**src/fault_sup_pkg.sv**
```systemverilog
// fault supervisor package: register map, field positions, timing and carriers
// assumes a single 125 MHz chip clock shared by all users of these definitions
package fault_sup_pkg;

  // ----------------------------------------
  // timing
  // ----------------------------------------
  localparam int CLK_HZ = 125_000_000;
  localparam int RST_HOLD_MS = 10;
  localparam int WD_HOLD_MS = 100;
  localparam int CNT_W = 24;

  // ----------------------------------------
  // register map (byte addresses) and fields
  // ----------------------------------------
  localparam int ADDR_W = 8;
  localparam logic [7:0] ADDR_CTRL = 8'h00;
  localparam logic [7:0] ADDR_STATUS = 8'h04;
  localparam logic [7:0] ADDR_STATE = 8'h08;
  localparam int CTRL_WD_MASK = 0;
  localparam int CTRL_SHUTDOWN_SEL = 1;
  localparam int CTRL_READ_HOLD = 2;
  localparam logic [2:0] CTRL_RESET = 3'h0;
  localparam int ST_ANY_FAULT = 15;
  localparam int ST_POR = 14;
  localparam int ST_OVERHEAT = 13;
  localparam int ST_XFER_ERR = 12;
  localparam int ST_NVM_ERR = 11;
  localparam logic [1:0] RESP_OKAY = 2'h0;
  localparam logic [1:0] RESP_SLVERR = 2'h2;

  // ----------------------------------------
  // synchroniser lanes, serial and nvm figures
  // ----------------------------------------
  localparam int SY_VDD = 0;
  localparam int SY_VIO = 1;
  localparam int SY_VLR = 2;
  localparam int SY_OT = 3;
  localparam int SY_KICK = 4;
  localparam logic [5:0] SER_EDGES_OK = 6'h10;
  localparam int NVM_CW_W = 22;
  localparam int NVM_DATA_W = 16;

  typedef enum logic [3:0] {
    S_DOWN, S_NVM, S_NVM_FAULT, S_RST_HOLD, S_WD_HOLD, S_WAIT_KICK, S_MASK_WAIT, S_RUN,
    S_OT_OFF
  } fsm_e;

  typedef struct packed {
    logic done;
    logic [5:0] edges;
    logic parity_odd;
    logic is_write;
    logic is_diag_read;
    logic is_status_read;
  } ser_report_s;

  typedef struct packed {
    logic en;
    logic [7:0] addr;
    logic [NVM_DATA_W-1:0] data;
  } cfg_wr_s;

endpackage

```
**src/chip_fault_supervisor.sv**
```systemverilog
// chip fault supervisor: power-on sequencing, mcu reset, overheat, serial error, nvm check
// assumes a serial front end and nvm array on aclk; supply and temperature levels are async
//
// Our own choices: the AXI4-Lite slave port and the register addresses.
`timescale 1ns/1ps
module chip_fault_supervisor #(
  parameter int RST_HOLD_CYC = fault_sup_pkg::RST_HOLD_MS * (fault_sup_pkg::CLK_HZ / 1000),
  parameter int WD_HOLD_CYC = fault_sup_pkg::WD_HOLD_MS * (fault_sup_pkg::CLK_HZ / 1000),
  parameter int NVM_WORDS = 8
) (
  // clock and reset
  input wire logic aclk,
  input wire logic aresetn,
  // axi4-lite slave
  input wire logic [fault_sup_pkg::ADDR_W-1:0] s_axi_awaddr,
  input wire logic s_axi_awvalid,
  output logic s_axi_awready,
  input wire logic [31:0] s_axi_wdata,
  input wire logic [3:0] s_axi_wstrb,
  input wire logic s_axi_wvalid,
  output logic s_axi_wready,
  output logic [1:0] s_axi_bresp,
  output logic s_axi_bvalid,
  input wire logic s_axi_bready,
  input wire logic [fault_sup_pkg::ADDR_W-1:0] s_axi_araddr,
  input wire logic s_axi_arvalid,
  output logic s_axi_arready,
  output logic [31:0] s_axi_rdata,
  output logic [1:0] s_axi_rresp,
  output logic s_axi_rvalid,
  input wire logic s_axi_rready,
  // async monitor levels
  input wire logic logic_supply_ok,
  input wire logic io_supply_ok,
  input wire logic ext_supply_ok,
  input wire logic overtemp_in,
  input wire logic watchdog_kick_in,
  // serial front end (aclk)
  input wire fault_sup_pkg::ser_report_s ser_report,
  input wire logic nvm_save_busy,
  // nvm read port (aclk, data one cycle after request)
  output logic nvm_rd_en,
  output logic [7:0] nvm_addr,
  input wire logic nvm_rd_valid,
  input wire logic [fault_sup_pkg::NVM_CW_W-1:0] nvm_rd_data,
  // outputs to the chip
  output fault_sup_pkg::cfg_wr_s cfg_wr,
  output logic regs_reset,
  output logic ser_commit,
  output logic ser_clear_ok,
  output logic mcu_reset_out_n,
  output logic gate_enable,
  output logic ext_logic_regulator,
  output logic logic_inputs_enable,
  output logic wd_timer_reset,
  output logic general_fault_n
);
  import fault_sup_pkg::*;

  localparam logic [CNT_W-1:0] RST_LAST = CNT_W'(RST_HOLD_CYC - 1);
  localparam logic [CNT_W-1:0] WD_LAST = CNT_W'(WD_HOLD_CYC - 1);
  localparam logic [7:0] NVM_LAST = 8'(NVM_WORDS - 1);

  typedef struct packed {
    fsm_e state;
    logic [CNT_W-1:0] cnt;
    logic [4:0] sync1;
    logic [4:0] sync2;
    logic kick_prev;
    logic wd_mask;
    logic shutdown_sel;
    logic read_hold;
    logic por_flag;
    logic overheat_flag;
    logic transfer_error_flag;
    logic nvm_error_flag;
    logic [7:0] nvm_idx;
    logic nvm_pend;
    logic nvm_rd_en;
    logic [7:0] nvm_addr;
    cfg_wr_s cfg_wr;
    logic regs_reset;
    logic ser_commit;
    logic ser_clear_ok;
    logic mcu_reset_out_n;
    logic gate_enable;
    logic ext_logic_regulator;
    logic logic_inputs_enable;
    logic wd_timer_reset;
    logic general_fault_n;
    logic aw_full;
    logic [7:0] aw_addr;
    logic w_full;
    logic [31:0] w_data;
    logic [3:0] w_strb;
    logic awready;
    logic wready;
    logic bvalid;
    logic [1:0] bresp;
    logic arready;
    logic rvalid;
    logic [31:0] rdata;
    logic [1:0] rresp;
  } state_s;

  state_s st_reg;
  state_s st_next;

  // ----------------------------------------
  // nvm word check: hamming plus overall parity
  // ----------------------------------------
  function automatic logic [4:0] ham_syn(input logic [NVM_CW_W-1:0] cw);
    logic [4:0] s;
    s = 5'h0;
    for (int i = 1; i < NVM_CW_W; i++) begin
      if (cw[i]) s = s ^ 5'(i);
    end
    return s;
  endfunction

  function automatic logic [NVM_DATA_W-1:0] ham_data(input logic [NVM_CW_W-1:0] cw);
    logic [NVM_DATA_W-1:0] d;
    int k;
    d = '0;
    k = 0;
    for (int i = 3; i < NVM_CW_W; i++) begin
      if ((i & (i - 1)) != 0) begin
        d[k] = cw[i];
        k++;
      end
    end
    return d;
  endfunction

  function automatic logic [31:0] status_word(input state_s s);
    logic [31:0] w;
    w = 32'h0;
    w[ST_ANY_FAULT] = s.por_flag | s.overheat_flag | s.transfer_error_flag | s.nvm_error_flag;
    w[ST_POR] = s.por_flag;
    w[ST_OVERHEAT] = s.overheat_flag;
    w[ST_XFER_ERR] = s.transfer_error_flag;
    w[ST_NVM_ERR] = s.nvm_error_flag;
    return w;
  endfunction

  // ----------------------------------------
  // next state
  // ----------------------------------------
  logic vdd_ok, vio_ok, vlr_ok, ot_now, kick_rise;
  logic ser_valid, ser_err, clr, op_state;
  logic [4:0] syn;
  logic [NVM_CW_W-1:0] fixed;
  logic aw_go, w_go, ar_go;

  // only sync2 is read; sync1 feeds nothing else
  assign vdd_ok = st_reg.sync2[SY_VDD];
  assign vio_ok = st_reg.sync2[SY_VIO];
  assign vlr_ok = st_reg.sync2[SY_VLR];
  assign ot_now = st_reg.sync2[SY_OT];
  assign kick_rise = st_reg.sync2[SY_KICK] & ~st_reg.kick_prev;
  assign ser_valid = ser_report.done && ser_report.edges == SER_EDGES_OK
    && ser_report.parity_odd && !nvm_save_busy;
  assign ser_err = ser_report.done & ~ser_valid;
  assign op_state = !(st_reg.state inside {S_DOWN, S_NVM, S_NVM_FAULT});
  assign aw_go = s_axi_awvalid & st_reg.awready;
  assign w_go = s_axi_wvalid & st_reg.wready;
  assign ar_go = s_axi_arvalid & st_reg.arready;

  always_comb begin
    st_next = st_reg;
    syn = ham_syn(nvm_rd_data);
    fixed = nvm_rd_data;
    st_next.sync1 = {watchdog_kick_in, overtemp_in, ext_supply_ok, io_supply_ok, logic_supply_ok};
    st_next.sync2 = st_reg.sync1;
    st_next.kick_prev = st_reg.sync2[SY_KICK];
    st_next.regs_reset = 1'b0;
    st_next.nvm_rd_en = 1'b0;
    st_next.cfg_wr.en = 1'b0;
    // cancelled transfer commits nothing and clears nothing
    st_next.ser_commit = ser_valid & ser_report.is_write;
    st_next.ser_clear_ok = ser_valid & ser_report.is_diag_read;
    // status clear by a good status read, unless the hold bit is set
    clr = ((ser_valid & ser_report.is_status_read)
      | (ar_go && s_axi_araddr == ADDR_STATUS)) & ~st_reg.read_hold;
    // set wins over clear
    st_next.overheat_flag = ot_now | (st_reg.overheat_flag & ~clr);
    st_next.transfer_error_flag = ser_err | (st_reg.transfer_error_flag & ~clr);
    st_next.por_flag = st_reg.por_flag & ~clr;
    // nvm error has no register clear path
    st_next.nvm_error_flag = st_reg.nvm_error_flag;

    // counters run on the chip clock only
    st_next.cnt = st_reg.cnt + 1'b1;
    case (st_reg.state)
      S_DOWN: begin
        st_next.cnt = '0;
        if (vdd_ok) begin
          st_next.state = S_NVM;
          st_next.regs_reset = 1'b1;
          {st_next.read_hold, st_next.shutdown_sel, st_next.wd_mask} = CTRL_RESET;
          st_next.overheat_flag = ot_now;
          st_next.transfer_error_flag = 1'b0;
          st_next.nvm_error_flag = 1'b0;
          st_next.por_flag = 1'b1;
          st_next.nvm_idx = 8'h0;
          st_next.nvm_pend = 1'b0;
        end
      end
      S_NVM: begin
        if (!st_reg.nvm_pend) begin
          st_next.nvm_rd_en = 1'b1;
          st_next.nvm_addr = st_reg.nvm_idx;
          st_next.nvm_pend = 1'b1;
        end else if (nvm_rd_valid) begin
          st_next.nvm_pend = 1'b0;
          if (^nvm_rd_data) begin
            // odd overall parity: one flipped bit, correct it
            if (syn == 5'h0) fixed[0] = ~fixed[0];
            else if (syn < 5'(NVM_CW_W)) fixed[syn] = ~fixed[syn];
          end
          if ((!(^nvm_rd_data) && syn != 5'h0) || (^nvm_rd_data && syn >= 5'(NVM_CW_W))) begin
            st_next.state = S_NVM_FAULT;
            st_next.nvm_error_flag = 1'b1;
          end else begin
            st_next.cfg_wr.en = 1'b1;
            st_next.cfg_wr.addr = st_reg.nvm_idx;
            st_next.cfg_wr.data = ham_data(fixed);
            st_next.nvm_idx = st_reg.nvm_idx + 1'b1;
            if (st_reg.nvm_idx == NVM_LAST) begin
              st_next.state = S_RST_HOLD;
              st_next.cnt = '0;
            end
          end
        end
      end
      S_NVM_FAULT: st_next.cnt = '0;
      S_RST_HOLD: begin
        // the 10 ms starts only once the external supply is good
        if (!vlr_ok) st_next.cnt = '0;
        if (st_reg.wd_mask && ser_valid) begin
          st_next.state = S_RUN;
        end else if (vlr_ok && st_reg.cnt == RST_LAST) begin
          st_next.cnt = '0;
          st_next.state = st_reg.wd_mask ? S_MASK_WAIT : S_WD_HOLD;
        end
      end
      S_WD_HOLD: begin
        if (st_reg.cnt == WD_LAST) begin
          st_next.state = S_WAIT_KICK;
        end
      end
      S_WAIT_KICK: begin
        if (kick_rise) st_next.state = S_RUN;
      end
      S_MASK_WAIT: begin
        if (ser_valid || st_reg.cnt == RST_LAST) st_next.state = S_RUN;
      end
      S_RUN: st_next.cnt = '0;
      S_OT_OFF: begin
        st_next.cnt = '0;
        if (!ot_now) st_next.state = S_RST_HOLD;
      end
      default: st_next.state = S_DOWN;
    endcase
    // select 0 leaves the shutdown path untaken
    if (op_state && ot_now && st_reg.shutdown_sel) begin
      st_next.state = S_OT_OFF;
      st_next.cnt = '0;
    end
    // no control bit can mask the logic supply lockout
    if (!vdd_ok) begin
      st_next.state = S_DOWN;
      st_next.cnt = '0;
    end

    // ----------------------------------------
    // pin outputs follow the next state
    // ----------------------------------------
    st_next.gate_enable = (st_next.state == S_RUN) && vio_ok;
    st_next.mcu_reset_out_n = !(st_next.state inside {S_DOWN, S_NVM, S_NVM_FAULT, S_RST_HOLD,
      S_OT_OFF});
    st_next.ext_logic_regulator = st_next.state != S_OT_OFF && st_next.state != S_DOWN;
    st_next.wd_timer_reset = st_next.state == S_WD_HOLD || st_next.mcu_reset_out_n == 1'b0;
    st_next.logic_inputs_enable = vio_ok && st_next.state != S_DOWN;
    st_next.general_fault_n = !(ot_now || st_next.nvm_error_flag);

    // ----------------------------------------
    // axi4-lite write channel
    // ----------------------------------------
    if (aw_go) begin
      st_next.aw_full = 1'b1;
      st_next.aw_addr = s_axi_awaddr;
    end
    if (w_go) begin
      st_next.w_full = 1'b1;
      st_next.w_data = s_axi_wdata;
      st_next.w_strb = s_axi_wstrb;
    end
    if (s_axi_bvalid && s_axi_bready) st_next.bvalid = 1'b0;
    if (st_reg.aw_full && st_reg.w_full && !st_reg.bvalid) begin
      st_next.aw_full = 1'b0;
      st_next.w_full = 1'b0;
      st_next.bvalid = 1'b1;
      st_next.bresp = RESP_OKAY;
      if (st_reg.aw_addr == ADDR_CTRL) begin
        if (st_reg.w_strb[0] && st_reg.state != S_DOWN) begin
          st_next.wd_mask = st_reg.w_data[CTRL_WD_MASK];
          st_next.shutdown_sel = st_reg.w_data[CTRL_SHUTDOWN_SEL];
          st_next.read_hold = st_reg.w_data[CTRL_READ_HOLD];
        end
      end else if (st_reg.aw_addr != ADDR_STATUS && st_reg.aw_addr != ADDR_STATE) begin
        st_next.bresp = RESP_SLVERR;
      end
    end
    st_next.awready = !st_next.aw_full && !st_next.bvalid;
    st_next.wready = !st_next.w_full && !st_next.bvalid;

    // ----------------------------------------
    // axi4-lite read channel
    // ----------------------------------------
    if (s_axi_rvalid && s_axi_rready) st_next.rvalid = 1'b0;
    if (ar_go) begin
      st_next.rvalid = 1'b1;
      st_next.rresp = RESP_OKAY;
      case (s_axi_araddr)
        ADDR_CTRL: st_next.rdata = {29'h0, st_reg.read_hold, st_reg.shutdown_sel, st_reg.wd_mask};
        ADDR_STATUS: st_next.rdata = status_word(st_reg);
        ADDR_STATE: st_next.rdata = {16'h0, 4'(st_reg.state), 6'h0, st_reg.logic_inputs_enable,
          st_reg.wd_timer_reset, st_reg.ext_logic_regulator, st_reg.general_fault_n,
          st_reg.gate_enable, st_reg.mcu_reset_out_n};
        default: begin
          st_next.rdata = 32'h0;
          st_next.rresp = RESP_SLVERR;
        end
      endcase
    end
    st_next.arready = !st_next.rvalid;
  end

  always_ff @(posedge aclk) begin
    if (!aresetn) st_reg <= '0;
    else st_reg <= st_next;
  end

  // ----------------------------------------
  // outputs
  // ----------------------------------------
  assign s_axi_awready = st_reg.awready;
  assign s_axi_wready = st_reg.wready;
  assign s_axi_bvalid = st_reg.bvalid;
  assign s_axi_bresp = st_reg.bresp;
  assign s_axi_arready = st_reg.arready;
  assign s_axi_rvalid = st_reg.rvalid;
  assign s_axi_rdata = st_reg.rdata;
  assign s_axi_rresp = st_reg.rresp;
  assign nvm_rd_en = st_reg.nvm_rd_en;
  assign nvm_addr = st_reg.nvm_addr;
  assign cfg_wr = st_reg.cfg_wr;
  assign regs_reset = st_reg.regs_reset;
  assign ser_commit = st_reg.ser_commit;
  assign ser_clear_ok = st_reg.ser_clear_ok;
  assign mcu_reset_out_n = st_reg.mcu_reset_out_n;
  assign gate_enable = st_reg.gate_enable;
  assign ext_logic_regulator = st_reg.ext_logic_regulator;
  assign logic_inputs_enable = st_reg.logic_inputs_enable;
  assign wd_timer_reset = st_reg.wd_timer_reset;
  assign general_fault_n = st_reg.general_fault_n;

  logic quiet;
  assign quiet = vdd_ok && !(ot_now && st_reg.shutdown_sel);
  logic [31:0] status_now;
  assign status_now = status_word(st_reg);
endmodule // chip_fault_supervisor

```
**config.mk**
```make
export PLATFORM = sky130hd
export DESIGN_NAME = chip_fault_supervisor
export DESIGN_NICKNAME = d
export VERILOG_FILES = /design/src/fault_sup_pkg.sv /design/src/chip_fault_supervisor.sv
export SDC_FILE = /design/constraint.sdc
export NUM_CORES = 1
export LEC_CHECK = 0
export BUFFER_PORTS_ARGS = -buffer_cell sky130_fd_sc_hd__buf_2
export CORE_AREA = 2 2 136 125
export CTS_CLUSTER_DIAMETER = 150
export DETAILED_ROUTE_END_ITERATION = 10
export DIE_AREA = 0 0 138 127
export PLACE_DENSITY = 0.76
export SYNTH_ARGS = -nofsm -noshare
export SYNTH_HDL_FRONTEND = slang
export SYNTH_SLANG_ARGS = --single-unit
```
**constraint.sdc**
```tcl
create_clock -name aclk -period 2.7 [get_ports aclk]
set_input_delay 0.405 -clock aclk [delete_from_list [all_inputs] [get_ports aclk]]
set_output_delay 0.405 -clock aclk [all_outputs]
set_load 0.02 [all_outputs]
```
[After elaboration in Yosys (flattened, before gate mapping)]
Cells that the tools add are included.
W data, S select, Z words.
Word-level totals
  bits in registers: 185
  input port bits: 99
  logic and storage cells: 482
  output and inout bits: 84
Operators by class
  bitwise logic cells: 48
  mux-type cells: 242
  add/subtract/negate cells: 16
  order comparisons: 34
  equal/unequal tests: 27
  reductions and logical operators: 74
Operators with widths (number)
  $mux W32: 60
  $mux W16: 57
  $ge A32 B1 Y1 const B: 15
  $lt A32 B6 Y1 const B: 15
  $add A32 B2 Y32 const B: 14
  $bwmux W16: 15
  $mux W28: 6
  $mux W22: 5
  $mux W24: 3
  $pmux W24 S3: 1
  $demux W1 S4: 15
  $mux W4: 14
  $pmux W16 S3: 1
  $logic_and A1 B1 Y1: 37
  $mux W37: 1
  $mux W35: 1
  $pmux W4 S8: 1
  $mux W1: 30
  $mux W5: 6
  $mux W9: 3
  $mux W25: 1
  $add A24 B1 Y24 const B: 1
  $eq A24 B21 Y1 const B: 1
  $eq A24 B24 Y1 const B: 1
  other kinds (49): 137

[Depth between registers and ports, before layout]
Gate-level depths: netlist (run 1).
  word-level depth: 124
  depth in mapped cells: 11

[Worst setup path after synthesis (run 1)]
Ideal clock, no wire load.
  path kind: input-to-reg
  start point: input nvm_rd_data[21] (netlist bit)
  end point: register st_reg[138] (netlist bit)
  arrival time: 2.618 ns
  cell stages on the path: 9
  library setup time: 0.070 ns
  slack: 0.012 ns
  cell sequence: buf_2 xor2_1 xnor3_1 xnor2_2 o21ai_2 nor3_4 o32ai_2 or4_1 a21oi_1
On the way
  longest elaborated chain between the ends: 6
  elaborated cells between the ends (all ways): 10
Ends and longest elaborated chain
  start: declaration: RTL line chip_fault_supervisor.sv:45  | input wire logic [fault_sup_pkg::NVM_CW_W-1:0] nvm_rd_data,
  $mux W5 / $reduce_xor A22 Y1 (equally long branches): RTL line chip_fault_supervisor.sv:116, chip_fault_supervisor.sv:221
  $ge A5 B5 Y1, or another cell as far along: RTL line chip_fault_supervisor.sv:221  | if ((!(^nvm_rd_data) && syn != 5'h0) || (^nvm_rd_data && syn >= 5'(NVM_CW_W))) begin
  $logic_and A1 B1 Y1: RTL line chip_fault_supervisor.sv:221
  $logic_or A1 B1 Y1 *: RTL line chip_fault_supervisor.sv:221
  $ne A2 B2 Y1 (no source line) *
  $reduce_and A5 Y1 (no source line) *
  end signal: assignment: RTL line chip_fault_supervisor.sv:342  | else st_reg <= st_next;
  end: declaration: RTL line chip_fault_supervisor.sv:106  | state_s st_reg;
Every way passes the cells marked *; elsewhere a longest branch is shown, timed or not.
A chain may end at the register's enable or synchronous reset.

[Worst setup path after layout (run 1)]
  start point: register st_reg[167] (netlist bit)
  end point: register st_reg (netlist bit wd_timer_reset)
On the way
  longest elaborated chain between the ends: 10
  elaborated cells between the ends (all ways): 19
Ends and longest elaborated chain
  $eq A24 B21 Y1: RTL line chip_fault_supervisor.sv:242, chip_fault_supervisor.sv:256
  $logic_and A1 B1 Y1: RTL line chip_fault_supervisor.sv:242  | end else if (vlr_ok && st_reg.cnt == RST_LAST) begin
  $mux W28: RTL line chip_fault_supervisor.sv:242
  $mux W4: RTL line chip_fault_supervisor.sv:240  | if (st_reg.wd_mask && ser_valid) begin
  $pmux W4 S8 *: RTL line chip_fault_supervisor.sv:194  | case (st_reg.state)
  $mux W28 *: RTL line chip_fault_supervisor.sv:266  | if (op_state && ot_now && st_reg.shutdown_sel) begin
  $mux W28 *: RTL line chip_fault_supervisor.sv:271  | if (!vdd_ok) begin
  $eq A4 B1 Y1, or another cell as far along: RTL line chip_fault_supervisor.sv:280  | st_next.mcu_reset_out_n = !(st_next.state inside {S_DOWN, S_NVM, S_NVM_FAULT, S_RST_HOLD,
  $reduce_bool A5 Y1: RTL line chip_fault_supervisor.sv:280
  $logic_or A1 B1 Y1 *: RTL line chip_fault_supervisor.sv:283  | st_next.wd_timer_reset = st_next.state == S_WD_HOLD || st_next.mcu_reset_out_n == 1'b0;
Marked as above.

==> results, run 1 <==
- The data arrival time of the worst path is 2.98 ns.
- By area the synthesized netlist is led by sky130_fd_sc_hd__dfxtp_1 37%, sky130_fd_sc_hd__buf_4 7.4%, sky130_fd_sc_hd__xnor2_1 4.7%.
- The final number of max-transition violations was 0.
- The cell type group with the largest total delay on the critical path is simple AND/OR/NAND/NOR gates.
- In the synthesized netlist, the number of instances is 826.
- In the synthesized netlist the async set-or-reset flop fraction comes to 0.
- For this configuration, the core starts out at a cell density of 0.4461.
- The number of DRC markers after the initial detailed-route iteration is 391.
- The share of synthesized area in the top cell type comes to 0.3654.
- Dividing the final minimum period by the clock period gives 0.9713.
- The register bit total from synthesis is 130.
- The share of the Yosys chip area taken by registers is 0.3654.
- The number of global-route vias before repair is 5814.
- The initial antenna violation count was 0.
- The total global-route track usage is 0.1993.
- The total global routing overflow is 0.
- The pre-antenna-repair detailed-routing pass consisted of 5 iterations.
- The cell with the biggest individual delay on the critical path is sky130_fd_sc_hd__or4_4.
- Across the routed clock network, the largest skew measured is 0.009616 ns.
- The first-pass GRT wire length is 28.90 mm.
- Of the total power, the clock network draws 0.412.
- The number of distinct library cells after synthesis is 79.
- The core box area is 15970 um^2.
- Timing analysis after detailed placement gives a worst setup slack of -0.2569 ns.
- The number of setup violations in the final report is 0.
- For this run, design rule violations remaining after detail routing come to 0.
- During I/O placement, the number of pins put on the boundary was 183.
- The combinational share of power is 0.244.
- The delay of the slowest cell on the worst path is 0.55 ns.
- The area of the mapped netlist is 7122 um^2.
- The floorplan has 44 rows.
- The clock sink count is 130.
- Entering global routing, the biggest net connects 33 pins.
- The worst setup path is launched from a register.
- The layout overhead on the synthesized area is 24.33%.
- The final weighted congestion in routability-driven placement is 0.9367.
- The run finished with clean final reports.
- The number of antenna diodes in the final layout is 0.
- The slew at the pin closest to its max-slew limit is 0.6044 ns.
- The die footprint is 17530 um^2.
- The analysis attributes to cell leakage a power of 3.698 nW.
- The sequential cell fraction of total power is 0.344.
- The HPWL after detailed placement is 12.98 mm.
- The number of buffers between clock root and the deepest sink is 2.
- The number of hold buffers added after cts is 0.
- The top fanout value on the critical path is 3.
- The later pin in the worst-skew pair is clocked with a latency of 0.42 ns.
- The register area is 2605 um^2.
- Across all layers, the routed design uses 6260 vias.
- The internal power of the cells totals 0.004063 W.
- The final count of hold timing violations is 0.
- The share of cells above drive strength 1 is 0.2977.
- Across all setup checks in the final design, the least slack found is 0.07745 ns.
- CTS placed an instance of sky130_fd_sc_hd__clkbuf_16 at the clock tree root.
- The number of cells in the finished layout apart from fillers is 1208.
- The number of clock buffers inserted by TritonCTS is 17.
- In the final layout, the multi-input gates occupy 3913 um^2.
- The number of buffer and inverter stages on the critical path is 0.
- The maximum operating frequency is 381.3 MHz.
- At the end of the flow, the number of nets in the layout was 1089.
- The cell type with the highest aggregate area in the netlist is sky130_fd_sc_hd__dfxtp_1.
- The cell count after placement is 1176.
- The tool flagged a number of max-cap violations equal to 0.
- The required time at the endpoint of the critical path is 3.06 ns.
- The net switching power is 0.001658 W.
- The clock tree from TritonCTS is done.
- During synthesis, Yosys emitted a total of 0 warnings.
- The number of flops mapped to enable cells by yosys is 0.
- The path class of the tightest hold or removal check is in2reg.
- For this run, the leading register cell type out of synthesis is sky130_fd_sc_hd__dfxtp_1.
- Walking the worst path, the cells encountered are or4bb_1 > or4_4 > nor3_4 > o211a_1 > o221ai_2 > or3_4 > o221a_1 > nor2_1.
- The minimum hold slack is 0.1882 ns.
- The die is 138 um wide.
- The total wirelength of the detailed-routed design is 17.32 mm.
- Of the total power, the share spent switching nets is 0.2898.
- The CTS clock-pin slew for the worst setup and hold paths is 0.06 ns.
- During placement, the flow inserted port buffers numbering 127.
- Averaged over all synthesized cells, the footprint is 8.622 um^2.
- STA classifies the critical path endpoint as a register.
- The shortest clock period the worst path allows after layout is 2.623 ns.
- The critical path in this run is classified as reg2reg.
- The average vias per placed instance is 5.182.
- The power per unit of standard cell area is 646.1 nW/um^2.
- In the post-synthesis netlist, the cell with the most instances is sky130_fd_sc_hd__dfxtp_1.
- The floorplan step set the die height to 127 um.
- The worst pin sits at a relative slew slack of 0.5964.
- The number of routed nets with antenna violations is 0.
- The summed negative setup slack over all endpoints is 0 ns.
- The register with the most flip-flops in the layout has 62 of them.
- The peak supply drop is 433.1 uV.
- Total power for the finished layout comes to 0.005721 W.
- Setup repair after global routing could not meet its margin everywhere.
- The commonest cells after synthesis are 130 x sky130_fd_sc_hd__dfxtp_1, 78 x sky130_fd_sc_hd__nor2_1, 76 x sky130_fd_sc_hd__nand2_1.
- The H-tree depth is 4.
- The layout has 1442 filler cells.
- The detail-routed net length per standard cell is 14.34 um.
==> layer usage <==
| layer | track usage | vias to the layer above | part of all wire |
|---|---|---|---|
| met3 | 0.04910 | 21 | 0.069 |
| met4 | 0.05942 | 0 | 0.014 |
| met2 | 0.3162 | 215 | 0.45 |
| li1 | - | 3116 | - |
| met5 | 0 | - | 0 |
| met1 | 0.2706 | 2908 | 0.47 |
==> power by group through the flow <==
stage                     sequential (W)  clock [W]  combinational, W
after floorplan                  0.00202          0          0.000805
after global placement           0.00201          0           0.00134
after detailed placement         0.00201          0           0.00137
after CTS                        0.00197    0.00240           0.00138
after global routing             0.00197    0.00249           0.00151
final                            0.00197    0.00236           0.00139
==> cell families (layout without fill, tap and decap cells) <==
group,count (synthesis),count (layout),share of synthesized area
other,1,23,0.0005266
AOI/OAI and AO/OA,152,152,0.1384
xor gates and xnor gates,75,75,0.1140
DFF,130,130,0.3654
and+or+nand+nor,318,318,0.2314
adders and majority gates,4,4,0.006324
buffers and inverters,116,269,0.1012
muxes,30,30,0.04269
==> final cells by class <==
class | instances | share of cell area
well taps | 207 | 0.02925
repair buffers | 226 | 0.1614
multi-input cells | 602 | 0.4419
clock buffers | 17 | 0.04804
flip-flops and latches | 130 | 0.2942
clock inverters | 15 | 0.02063
inverters | 11 | 0.004663
==> worst paths after layout <==
check / end / depth (start not counted) / slack [ns] / startpoint
max: wd_timer_reset / 8 / 0.08 / st_reg[167]
min: st_next[151] / 2 / 0.19 / watchdog_kick_in
max reg2reg: wd_timer_reset / 8 / 0.08 / st_reg[167]
min reg2reg: st_reg[148] / 1 / 0.43 / st_next[148]
==> timing repair <==
action,4_1_cts,5_1_grt
resized for setup,2,7
pin swaps,0,3
setup buffers,0,0
setup endpoints to repair,2,21
==> stage by stage <==
step                  util  cell area [um^2]
floorplan                -              7204
global placement    0.5144              8213
detailed placement  0.5144              8213
CTS                 0.5531              8831
global route        0.5546              8855
finish              0.5546              8855
==> cells in the final DEF, fill, tap and decap left out, types with 4 or more instances in the layout <==
master,count
sky130_fd_sc_hd__nor2b_1,4
sky130_fd_sc_hd__o21ai_0,27
sky130_fd_sc_hd__nand4_1,4
sky130_fd_sc_hd__clkinvlp_4,4
sky130_fd_sc_hd__nand2b_1,7
sky130_fd_sc_hd__buf_2,127
sky130_fd_sc_hd__o31ai_1,4
sky130_fd_sc_hd__buf_12,4
sky130_fd_sc_hd__nand3_1,38
sky130_fd_sc_hd__nor3_1,14
sky130_fd_sc_hd__clkbuf_16,17
sky130_fd_sc_hd__nor4_1,9
sky130_fd_sc_hd__inv_1,10
sky130_fd_sc_hd__a21oi_1,62
sky130_fd_sc_hd__conb_1,23
sky130_fd_sc_hd__xnor2_1,38
sky130_fd_sc_hd__a22oi_1,10
sky130_fd_sc_hd__nor3b_1,19
sky130_fd_sc_hd__and3_1,13
sky130_fd_sc_hd__nor2_1,78
sky130_fd_sc_hd__dfxtp_1,128
sky130_fd_sc_hd__a211oi_1,7
sky130_fd_sc_hd__xor2_1,25
sky130_fd_sc_hd__buf_4,95
sky130_fd_sc_hd__nand3b_1,5
sky130_fd_sc_hd__mux2i_1,27
sky130_fd_sc_hd__or3_1,6
sky130_fd_sc_hd__nand2_1,76
sky130_fd_sc_hd__o2bb2ai_1,4
sky130_fd_sc_hd__nor3b_2,4
sky130_fd_sc_hd__and2_1,20
sky130_fd_sc_hd__a21boi_0,4
(Power assumes the default switching activity.)
==> inputs of run 2 (changes only) <==
Settings changed: CTS_BUF_LIST from default to sky130_fd_sc_hd__clkbuf_8.
==> run 2 against run 1 <==
Compared with the run above: count of clock-buffer cells in the layout is the same; non-clock buffer count unchanged; critical endpoint unchanged; clock power is 26% lower; register-to-register slack worse by 0.04 ns.
==> results, run 2 (synthesis gave the netlist of run 1 again) <==
- The die footprint is 17530 um^2 (unchanged).
- The number of global-route vias before repair was 5756 (-1.0%).
- The overall die height is 127 um (unchanged).
- The area of placed instances was 8213 um^2 (unchanged).
- The number of buffers between clock root and the deepest sink is 2 (unchanged).
- The average vias per placed instance came to 5.149 (-0.64%).
- The slew at the pin closest to its max-slew limit came to 0.6036 ns (-0.0008381 ns).
- The core utilization of the finished layout is 0.5426 (-0.01207).
- Setup repair after global routing could not meet its margin everywhere.
- The maximum number of pins on one net before global-route repair is 33 (unchanged).
- The required time at the endpoint of the critical path was 3.09 ns (+0.03 ns).
- The number of diodes added for antenna fixing was 0 (unchanged).
- The final net count came to 1089 (unchanged).
- The run finished with clean final reports.
- The setup skew after layout was 0.01023 ns (+0.0006153 ns).
- The clock tree from TritonCTS is done.
- The finished layout cell area is 8662 um^2 (-2.2%).
- The number of max-cap violations came to 0 (unchanged).
- The number of clock buffers inserted by TritonCTS is 17 (unchanged).
- The worst setup path is captured at a register.
- The total wirelength of the detailed-routed design came to 17.24 mm (-0.43%).
- The worst setup path is of the reg2reg kind.
- The number of setup violations in the final report came to 0 (unchanged).
- The number of hold buffers added after cts is 0 (unchanged).
- The total global-route track usage is 0.1983 (-0.0009683).
- The power per unit of standard cell area is 589.5 nW/um^2 (-8.8%).
- The final setup slack of the worst path came to 0.03892 ns (-0.03853 ns).
- The layout overhead on the synthesized area is 21.63%.
- The share of cells above drive strength 1 was 0.2967 (-0.0009990).
- STA classifies the critical path startpoint as a register.
- The final weighted congestion in routability-driven placement is 0.9367 (unchanged).
- The reported leakage power is 3.611 nW (-2.4%).
- The worst-case setup slack after placement is -0.2569 ns (unchanged).
- The library cells used most frequently in the layout, excluding fill and tap cells, are 128 x sky130_fd_sc_hd__dfxtp_1, 127 x sky130_fd_sc_hd__buf_2, 95 x sky130_fd_sc_hd__buf_4, 78 x sky130_fd_sc_hd__nor2_1, 76 x sky130_fd_sc_hd__nand2_1.
- The final count of hold timing violations is 0 (unchanged).
- The worst max-slew margin expressed relative to the limit is 0.5970 (about the same).
- The shortest clock period the worst path allows after layout was 2.661 ns (+0.03853 ns).
- The clock insertion delay at the later pin of the skew report is 0.45 ns (+0.03 ns).
- The first-pass detailed-route iteration total came to 5 (unchanged).
- The number of cells in the finished layout apart from fillers is 1208 (unchanged).
- The CTS clock-pin slew for the worst setup and hold paths came to 0.08 ns (+0.02 ns).
- The first-pass GRT wire length is 28.73 mm (-0.60%).
- The H-tree depth came to 4 (unchanged).
- The total global routing overflow was 0 (unchanged).
- The data arrival time of the worst path is 3.05 ns (+0.07 ns).
- The total via count in the routed design was 6220 (-0.64%).
- The number of routed nets with antenna violations came to 0 (unchanged).
- The path class of the tightest hold or removal check is in2reg.
- The count of input and output buffers is 127 (unchanged).
- The minimum hold slack was 0.1648 ns (-0.02346 ns).
- The detail-routed net length per standard cell is 14.27 um (-0.43%).
- The most frequent standard cell in the layout excluding fill and tap cells is sky130_fd_sc_hd__dfxtp_1.
- The cell count after placement is 1176 (unchanged).
- The number of top-level design ports is 183 (unchanged).
- The initial antenna violation count is 0 (unchanged).
- The number of design rule violations left after detail routing is 0 (unchanged).
- The maximum operating frequency was 375.8 MHz (-1.4%).
- The number of DRC markers after the initial detailed-route iteration was 394 (+0.77%).
- The final number of max-transition violations is 0 (unchanged).
- The top fanout value on the critical path is 3 (unchanged).
- The CTS root buffer is sky130_fd_sc_hd__clkbuf_8.
- The HPWL after detailed placement is 12.98 mm (unchanged).
- The clock sink count was 130 (unchanged).
- The core box area is 15970 um^2 (unchanged).
- The peak supply drop is 347.7 uV (-20%).
- The effective utilization at floorplan is 0.4461 (unchanged).
- The site row count is 44 (unchanged).
- The final critical-path share of the clock period is 0.9856 (+0.01427).
- The number of flip-flops in the largest register is 62 (unchanged).
- The horizontal die dimension is 138 um (unchanged).
-- run 2: layout make-up --
type                       count  area, um^2
clock buffer                  17       234.0
clock inverter                15       182.7
fill                        1471        7303
inverter                      11       41.29
multi-input combinational    602        3911
sequential                   130        2605
tap                          207       259.0
timing repair buffer         226        1429
-- run 2: repair_timing --
action                                  in CTS  in global routing
pin swaps                                    0                  2
endpoints found under the setup margin       2                 18
endpoints found under the hold margin        0                  0
resized for setup                            2                  6
buffers inserted                             0                  0
-- run 2: layer usage --
layer  routed length [um]  track usage  part of all wire
met5                    0            0                 0
met4                  224      0.05762             0.013
met3                 1141      0.05022             0.066
met2                 7652       0.3125              0.44
met1                 8225       0.2709              0.48
-- run 2: worst paths after layout --
path	startpoint	end	slack, ns	cells past startpoint
worst max register to register	st_reg[165]	wd_timer_reset	0.04	8
worst min-delay path	watchdog_kick_in	st_next[151]	0.16	2
worst min register to register	st_next[148]	st_reg[148]	0.44	1
worst max-delay path	st_reg[165]	wd_timer_reset	0.04	8
-- run 2: per-stage QoR --
step | power, W | setup TNS, ns
global placement | 0.003350 | -5.637
finish | 0.005106 | 0
CTS | 0.005121 | 0
floorplan | 0.002822 | 0
global route | 0.005353 | -0.03449
detailed placement | 0.003378 | -8.610
-- run 2: worst max-delay path, cell delays in order, from the launching register on --
cell	delay, ns
sky130_fd_sc_hd__dfxtp_1	0.32
sky130_fd_sc_hd__or4b_4	0.54
sky130_fd_sc_hd__or4_4	0.53
sky130_fd_sc_hd__nor3_4	0.23
sky130_fd_sc_hd__o211a_1	0.19
sky130_fd_sc_hd__o221ai_2	0.09
sky130_fd_sc_hd__or3_4	0.38
sky130_fd_sc_hd__o221a_1	0.25
sky130_fd_sc_hd__nor2_1	0.07
-- run 2: report_power, final --
group          internal (W)  leakage (nW)  switching [W]  total (W)
clock network      0.000920         0.199       0.000824    0.00174
logic              0.000653          2.36       0.000742    0.00140
registers           0.00195          1.05      0.0000199    0.00197
total               0.00352          3.61        0.00159    0.00511
